`config.mk`:
```
export PLATFORM = sky130hd
export DESIGN_NAME = mrsirq_top
export DESIGN_NICKNAME = d
export VERILOG_FILES = /design/src/logic/mrsirq_unit_match.v /design/src/logic/mrsirq_top.v
export VERILOG_INCLUDE_DIRS = /design/src /design/src/logic
export SDC_FILE = /design/constraint.sdc
export NUM_CORES = 1
export LEC_CHECK = 0
export ABC_AREA = 0
export ABC_CLOCK_PERIOD_IN_PS = 1610
export BUFFER_PORTS_ARGS = -buffer_cell sky130_fd_sc_hd__clkbuf_2
export CORE_ASPECT_RATIO = 0.6
export CORE_MARGIN = 2
export CORE_UTILIZATION = 40
export DETAILED_ROUTE_END_ITERATION = 6
export PLACE_DENSITY = 0.81
export SLEW_MARGIN = 25
export SYNTH_ARGS = -nofsm -noshare
export SYNTH_HDL_FRONTEND = slang
export SYNTH_SLANG_ARGS = --single-unit
```
`constraint.sdc`:
```
create_clock -name clk_in -period 1.61 [get_ports clk_in]
set_input_delay 0 -clock clk_in [delete_from_list [all_inputs] [get_ports clk_in]]
set_output_delay 0 -clock clk_in [all_outputs]
set_load 0.1 [all_outputs]
```
`src/logic/mrsirq_defs.vh`:
```
// register offsets, field positions and reset values of the sensor interrupt block
`ifndef MRSIRQ_DEFS_VH
`define MRSIRQ_DEFS_VH

`define MRSIRQ_ADDR_W        4
`define MRSIRQ_OFF_FLAGS     4'h0
`define MRSIRQ_OFF_ENABLES   4'h4
`define MRSIRQ_OFF_STATUS    4'h8

`define MRSIRQ_BIT_UNIT      12
`define MRSIRQ_BIT_EVT2      10
`define MRSIRQ_BIT_EVT1      9
`define MRSIRQ_BIT_EVT0      8
`define MRSIRQ_BIT_CMP1      7
`define MRSIRQ_BIT_CMP0      5
`define MRSIRQ_BIT_DROP      3
`define MRSIRQ_BIT_STOP      2
`define MRSIRQ_BIT_REV       1
`define MRSIRQ_BIT_FWD       0

`define MRSIRQ_FLAG_MASK     16'h17af
`define MRSIRQ_EN_MASK       16'h1fff
`define MRSIRQ_FLAGS_RST     16'h0000
`define MRSIRQ_ENABLES_RST   16'h0000

`define MRSIRQ_STAT_PHASE_LO 0
`define MRSIRQ_STAT_ACTIVE   4

`endif

```
`src/logic/mrsirq_unit_match.v`:
```
// unit counter compare match detector, one pulse per arrival at the compare value
`timescale 1ns/10ps
module mrsirq_unit_match
(
  input  wire        clk_in,
  input  wire        srst_in,
  input  wire [11:0] unit_count_in,
  input  wire [11:0] unit_compare_in,
  output wire        match_pulse_out
);

  reg  match_reg;
  wire match_now;

  assign match_now = (unit_count_in == unit_compare_in);

  always @(posedge clk_in)
  begin
    if (srst_in)
      match_reg <= 1'b0;
    else
      match_reg <= match_now;
  end

  // a counter parked on the compare value raises the cause only once
  assign match_pulse_out = match_now & ~match_reg;

endmodule

```
`src/logic/mrsirq_top.v`:
```
// interrupt flags, enables and status readout of the magnetoresistive sensor controller
//
// The implementer's own choices: the Avalon-MM slave port and the address map.
`timescale 1ns/10ps
`include "mrsirq_defs.vh"

module mrsirq_top
(
  input  wire        clk_in,
  input  wire        srst_in,
  // avalon-mm slave
  input  wire [3:0]  avs_address_in,
  input  wire        avs_read_in,
  input  wire        avs_write_in,
  input  wire [31:0] avs_writedata_in,
  input  wire [3:0]  avs_byteenable_in,
  output reg  [31:0] avs_readdata_out,
  output wire        avs_waitrequest_out,
  output reg  [1:0]  avs_response_out,
  // cause inputs from the measurement logic: unit count and compare values, then one-cycle pulses
  input  wire [11:0] unit_count_in,
  input  wire [11:0] unit_compare_in,
  input  wire        evt2_underflow_in,
  input  wire        evt1_underflow_in,
  input  wire        evt0_underflow_in,
  input  wire        cmp1_change_in,
  input  wire        cmp0_change_in,
  input  wire        phase_drop_in,
  input  wire        stop_detect_in,
  input  wire        reverse_detect_in,
  input  wire        forward_detect_in,
  // measurement state, then the interrupt request output
  input  wire        measuring_active_in,
  input  wire [2:0]  phase_number_in,
  output wire        irq_out
);

  reg  [15:0] interrupt_flags_reg;
  reg  [15:0] interrupt_flags_next;
  reg  [15:0] interrupt_enables_reg;
  reg  [15:0] interrupt_enables_next;
  reg  [15:0] sensor_status_reg;
  reg         ack_reg;
  wire        unit_match_pulse;
  wire [15:0] cause_vec;
  wire        access;
  wire        wr_fire;
  wire        ans_load;
  wire [15:0] wr_mask;

  // 16-bit registers live in the low two byte lanes
  function [15:0] lane_mask;
    input [3:0] be;
    begin
      lane_mask = {{8{be[1]}}, {8{be[0]}}};
    end
  endfunction

  function mapped;
    input [3:0] addr;
    begin
      mapped = (addr == `MRSIRQ_OFF_FLAGS) || (addr == `MRSIRQ_OFF_ENABLES) ||
               (addr == `MRSIRQ_OFF_STATUS);
    end
  endfunction

  mrsirq_unit_match u_unit_match
  (
    .clk_in          (clk_in),
    .srst_in         (srst_in),
    .unit_count_in   (unit_count_in),
    .unit_compare_in (unit_compare_in),
    .match_pulse_out (unit_match_pulse)
  );

  assign cause_vec = {3'b000,
                      unit_match_pulse,
                      1'b0,
                      evt2_underflow_in,
                      evt1_underflow_in,
                      evt0_underflow_in,
                      cmp1_change_in,
                      1'b0,
                      cmp0_change_in,
                      1'b0,
                      phase_drop_in,
                      stop_detect_in,
                      reverse_detect_in,
                      forward_detect_in};

  // one wait cycle per access: the answer comes the cycle after the request
  assign access              = avs_read_in | avs_write_in;
  assign avs_waitrequest_out = access & ~ack_reg;
  assign wr_fire             = avs_write_in & ack_reg;
  // answer is loaded in the wait cycle so it already stands when waitrequest falls
  assign ans_load            = access & ~ack_reg;
  assign wr_mask             = lane_mask(avs_byteenable_in);

  always @(posedge clk_in)
  begin
    if (srst_in)
      ack_reg <= 1'b0;
    else
      ack_reg <= access & ~ack_reg;
  end

  always @*
  begin
    interrupt_flags_next = interrupt_flags_reg;
    if (wr_fire && (avs_address_in == `MRSIRQ_OFF_FLAGS))
      interrupt_flags_next = interrupt_flags_next & ~(avs_writedata_in[15:0] & wr_mask);
    // a cause in the clearing cycle wins, regardless of its enable
    interrupt_flags_next = (interrupt_flags_next | cause_vec) & `MRSIRQ_FLAG_MASK;
  end

  always @*
  begin
    interrupt_enables_next = interrupt_enables_reg;
    if (wr_fire && (avs_address_in == `MRSIRQ_OFF_ENABLES))
      interrupt_enables_next = ((avs_writedata_in[15:0] & wr_mask) | (interrupt_enables_reg & ~wr_mask))
                               & `MRSIRQ_EN_MASK;
  end

  always @(posedge clk_in)
  begin
    if (srst_in)
    begin
      interrupt_flags_reg   <= `MRSIRQ_FLAGS_RST;
      interrupt_enables_reg <= `MRSIRQ_ENABLES_RST;
      sensor_status_reg     <= 16'h0000;
    end
    else
    begin
      interrupt_flags_reg   <= interrupt_flags_next;
      interrupt_enables_reg <= interrupt_enables_next;
      // phase is sampled live, so software must confirm it by a repeat read
      sensor_status_reg     <= {11'h000, measuring_active_in, 1'b0, phase_number_in};
    end
  end

  // reserved enable bits 4, 6 and 11 are stored but never gate anything; bits 15:13 are not stored
  assign irq_out = |(interrupt_flags_reg & interrupt_enables_reg & `MRSIRQ_FLAG_MASK);

  always @(posedge clk_in)
  begin
    if (srst_in)
    begin
      avs_readdata_out <= 32'h0000_0000;
      avs_response_out <= 2'b00;
    end
    else if (ans_load)
    begin
      avs_response_out <= mapped(avs_address_in) ? 2'b00 : 2'b11;
      if (avs_read_in)
      begin
        case (avs_address_in)
          `MRSIRQ_OFF_FLAGS:   avs_readdata_out <= {16'h0000, interrupt_flags_reg};
          `MRSIRQ_OFF_ENABLES: avs_readdata_out <= {16'h0000, interrupt_enables_reg};
          `MRSIRQ_OFF_STATUS:  avs_readdata_out <= {16'h0000, sensor_status_reg};
          default:             avs_readdata_out <= 32'h0000_0000;
        endcase
      end
    end
  end

endmodule

```
# After elaboration in Yosys (flattened, before gate mapping)

Cells that the tools add are included.

Add/subtract/negate cells: 0
Multiply operators: 0
Div/mod/pow operators: 0
Order comparisons: 0
Eq/ne operators: 3
Shifts and indexed selects: 0
Mux-type cells: 3
Bitwise operators: 14
Reduce and logical (&&, ||, !) cells: 7

Operators with widths:

| kind                                                                   | number |
|---|---|
| 13-bit bitwise AND                                                     | 4 |
| 16-bit case mux with 3 select lines                                    | 1 |
| 13-bit NOT                                                             | 2 |
| 13-bit OR                                                              | 2 |
| 13-bit two-way mux                                                     | 1 |
| 12-bit equality test                                                   | 1 |
| 10-bit OR reduction                                                    | 1 |
| 4-bit by 3-bit equality test with 1-bit output (second input constant) | 1 |
| 4-bit equality test (second input constant)                            | 1 |
| 4-bit zero test                                                        | 1 |
| 1-bit bitwise AND                                                      | 3 |
| 1-bit logical AND                                                      | 2 |
| 1-bit logical OR                                                       | 2 |
| 2-bit two-way mux                                                      | 1 |
| 1-bit NOT                                                              | 2 |
| 2-bit AND reduction                                                    | 1 |
| 1-bit OR                                                               | 1 |

Register bits: 75
Bits in latches: 0
Memory bits (writable): 0
Memory bits (read-only): 0
Memories: 0

# Depth between registers and ports, before layout

Depth in word-level cells: 5
Mapped depth: 7
Depth with buffers taken out: 4

# Hierarchy

A second synthesis with hierarchy kept.

Cell total of the unflattened synthesis: 237
Area total of the unflattened synthesis: 2148.3 um2

Modules (own cells, without submodules):

| module            | times used | cells each | area an instance (um2) | seq. area each (um2) |
|---|---|---|---|---|
| mrsirq_top        | 1          | 219        | 1991.9                 | 840.8 |
| mrsirq_unit_match | 1          | 18         | 156.4                  | 20.0 |

# Worst setup path after synthesis

OpenSTA, ideal clock, no wires.

Path type: reg2reg
Start point: register ack_reg
End point: register avs_response_out[0]
Library setup time: 0.086 ns
Arrival time: 1.946 ns
Path slack: -0.422 ns
Cell stages (with the launch flop): 4
Path buffers: 0
Path through: dfxtp_1 -> nor2_1 -> nor2_1 -> a211oi_1

Cells in the longest elaborated chain, start to end: 2

RTL lines:

| item                     | line             | RTL |
|---|---|---|
| start: declaration       | mrsirq_top.v:43  | `reg ack_reg;` |
| start signal: assignment | mrsirq_top.v:104 | `ack_reg <= access & ~ack_reg;` |
| 1-bit NOT                | n/a              |  |
| 1-bit bitwise AND        | n/a              |  |
| net avs_waitrequest_out  | mrsirq_top.v:18  | `output wire avs_waitrequest_out,` |
| end signal: assignment   | mrsirq_top.v:153 | `avs_response_out <= mapped(avs_address_in) ? 2'b00 : 2'b11;` |
| end: declaration         | mrsirq_top.v:19  | `output reg [1:0] avs_response_out,` |

The timed path passes the listed nets, and every way through them passes these cells.
A chain may end at the register's enable or synchronous reset.

# Worst setup path in the final report

Start point: register interrupt_flags_reg[10]
End point: output port irq_out

Cells in the longest elaborated chain, start to end: 2

RTL lines:

| item                     | line             | RTL |
|---|---|---|
| start: declaration       | mrsirq_top.v:38  | `reg [15:0] interrupt_flags_reg;` |
| start signal: assignment | mrsirq_top.v:128 | `` interrupt_flags_reg <= `MRSIRQ_FLAGS_RST; `` |
| start signal: assignment | mrsirq_top.v:134 | `interrupt_flags_reg <= interrupt_flags_next;` |
| 13-bit bitwise AND       | mrsirq_top.v:142 | `` assign irq_out = \|(interrupt_flags_reg & interrupt_enables_reg & `MRSIRQ_FLAG_MASK); `` |
| 10-bit OR reduction      | mrsirq_top.v:142 |  |
| end: declaration         | mrsirq_top.v:35  | `output wire irq_out` |

Every way passes these cells.

==> impl_results.md <==
* # placed instances at ~360
* Die height at ~60 µm
* Dpl ws at 240.3 ps
* Gp weighted congestion at about 0.76
* WP data arrival at 1490 ps
* Post-synthesis cell count at between 200 and 250
* Largest net degree at the start of global routing at between 40 and 50
* Clock slew at reported path FFs at roughly 90 ps
* Worst Clk Skew at a little under 7 ps
* Async SR Flop Fraction at 0%
* Post-synthesis cell area at slightly above 2000 µm²
* Wire per inst at around 13 µm
* EDFF count, synth at 0
* Total GRT Usage at 18.54%
* MaxCap Viol Count at 0
* Clock buffer count from CTS at 5
* Startpoint types: flip-flop
* DPL Wire Length at ~3.8 mm
* Fill cells at between 400 and 500
* Flip-flop and latch area at 860.8 µm²
* Final setup viols at 0
* Clock Tree Root: clkbuf_8
* # diodes at 0
* Outcome: finished clean
* Die width at slightly below 100 µm
* Tcrit/Tclk final at 92.42%
* Crit-path slowest cell: dfxtp_1
* CTS tree: done
* Area Overhead vs Synth at 35.34%
* R2r worst-path depth at 4
* Worst R2R Setup Slack at 280 ps
* Placed cell area at around 2400 µm²
* Top cell type by total area after synthesis: dfxtp_1
* DRC at 0
* Worst path required time at ~1600 ps
* Syn avg cell area at roughly 9 µm²
* Io pins at ~120
* Die area at just under 6000 µm²
* Top-area cell type share of the netlist area at 41.50%
* Flops & latches, synth at 43
* Clock Path Buffers at 2
* Worst path top cell family by delay: compound AO/OA/AOI/OAI gates
* Final Max Slew Viols at 0
* Post-synth cell types at 37
* RSZ-0062 raised after global routing: false
* Worst-skew pair later-pin latency at around 300 ps
* Synth warn at 0
* Fmax at approximately 670 MHz
* CP Class: flip-flop to output pin
* Actual slew at the worst max-slew pin at around 550 ps
* WP buf/inv at 1
* Final instance area at around 2800 µm²
* Core area at roughly 5000 µm²
* Clock sinks at 43
* Final WL at ~5.2 mm
* Sequential share of the synthesized area at 41.50%
* Num rows at 20
* First-pass GRT wire length at approximately 8.4 mm
* Number of global-route vias before repair at around 1800
* Pre-Repair DR Iteration Count at 4
* Setup TNS at 0 ps
* Top cells by area, synth: dfxtp_1 41%, buf_4 8.0%, mux2i_1 7.7%
* Iter 0 DRT Violations at 90
* Antenna Nets Post-Route at 0
* Non-filler cells, final at about 400
* Crit path cell chain: a22o_1, a221oi_2, nand4_1, buf_4
* Initial antenna violation count at 0
* Lkg Pwr at between 1 and 1.5 nW
* HP Start: avs_write_in
* CP endpoint kind: output pin
* Max incr delay on CP at between 300 and 400 ps
* Final nets at just over 400
* IO buf count at 76
* Layout cell share with drive strength beyond 1 at between 30% and 40%
* H-tree depth at 2
* Main synth FF type: dfxtp_1
* Worst Hold Path Cells at 3
* Final core utilization at between 50% and 60%
* RR Startpoint: ack_reg
* Max Fanout on Critical Path at 3
* Multi-input gate area at between 1000 and 1500 µm²
* Starting Density at 41.24%
* HP Class: input port to flip-flop
* Detail-routed via count per cell at 4.745
* Final worst slack at ~120 ps
* Minimum clock period at between 1000 and 1500 ps
* GRT Residual Overflow at 0
* P per Cell Area at between 800 and 900 nW/µm²
* Hold path endpoint: ack_reg
* Peak VDD IR at 427.0 µV
* Slew headroom at roughly 64%
* Setup Fix Bufs, Post-CTS at 0
* Final Hold Fails at 0
* Via count at 1879
worst max-delay path by stage:
stage,cells past startpoint,slack (ps),from,to
after global placement,5,270,avs_address_in[2],flip-flop
after floorplan,3,8,interrupt_flags_reg[10],irq_out
final,4,120,interrupt_flags_reg[10],irq_out
after detailed placement,5,240,avs_address_in[2],flip-flop
after CTS,4,80,interrupt_flags_reg[10],irq_out
after global routing,4,30,interrupt_flags_reg[10],irq_out
layout by cell type, fill, tap and decap left out, types with 2 or more instances in the layout:
cell type / count
clkbuf_2: 75
and3_1: 2
xor2_1: 5
conb_1: 19
a22o_2: 7
xnor2_1: 7
o2bb2ai_1: 3
nand2_1: 17
dfxtp_1: 43
nand3_1: 12
nor2b_1: 5
or4_1: 2
mux2i_1: 16
nor2_1: 27
a22oi_1: 6
clkbuf_8: 5
a21oi_1: 20
dlygate4sd3_1: 27
nor4_1: 2
buf_4: 8
a211oi_1: 2
nand4_1: 3
synthesized netlist by cell type (6+ instances only):
cell	count
dfxtp_1	43
nor2_1	28
buf_4	22
a21oi_1	20
nand2_1	17
mux2i_1	16
nand3_1	12
a22o_2	7
clkbuf_1	7
xnor2_1	7
a22oi_1	6
timing repair:
item,in CTS,in global routing
hold buffers,27,0
resized for setup,1,1
hold endpoints to repair,27,0
endpoints found under the setup margin,1,1
worst reg2reg max path, stage by stage, from the launching register on:
cell and delay, ps:
dfxtp_1 430, and3_1 260, and2_4 260, mux2i_1 210, nor2_1 50
stage by stage:
stage	total power, W	hold slack [ps]
floorplan	0.001547	117.4
global placement	0.001622	205.5
detailed placement	0.001631	213.9
CTS	0.002522	4.060
global route	0.002615	34.61
finish	0.002513	9.430
power by group:
part	internal (W)	switching [W]
Sequential	0.00109	0.0000222
Clock	0.000462	0.000389
Combinational	0.000159	0.000389
Total	0.00171	0.000800
routing by layer:
metal	track usage [%]	vias to the layer above	part of all wire [%]
met3	5.146	7	6.2
li1	-	951	-
met4	5.433	0	0.86
met5	0	-	0
met2	31.25	50	46
met1	23.75	871	47
kinds of logic after synthesis:
group / after synthesis / share of synthesized area, %
compound gates: 41 / 13.45
flops: 43 / 41.50
mux: 16 / 7.720
other cells: 1 / 0.1808
xor+xnor: 12 / 5.066
simple gates: 81 / 20.33
buf+inv: 34 / 11.76
area by class of cell:
class | instances | area share [%]
Tap cell | 66 | 2.941
Clock buffer | 5 | 2.451
Sequential cell | 43 | 30.66
Timing Repair Buffer | 110 | 25.13
Multi-Input combinational cell | 169 | 37.25
Clock inverter | 3 | 1.560
Note: power is estimated with default switching activity, not from simulation.
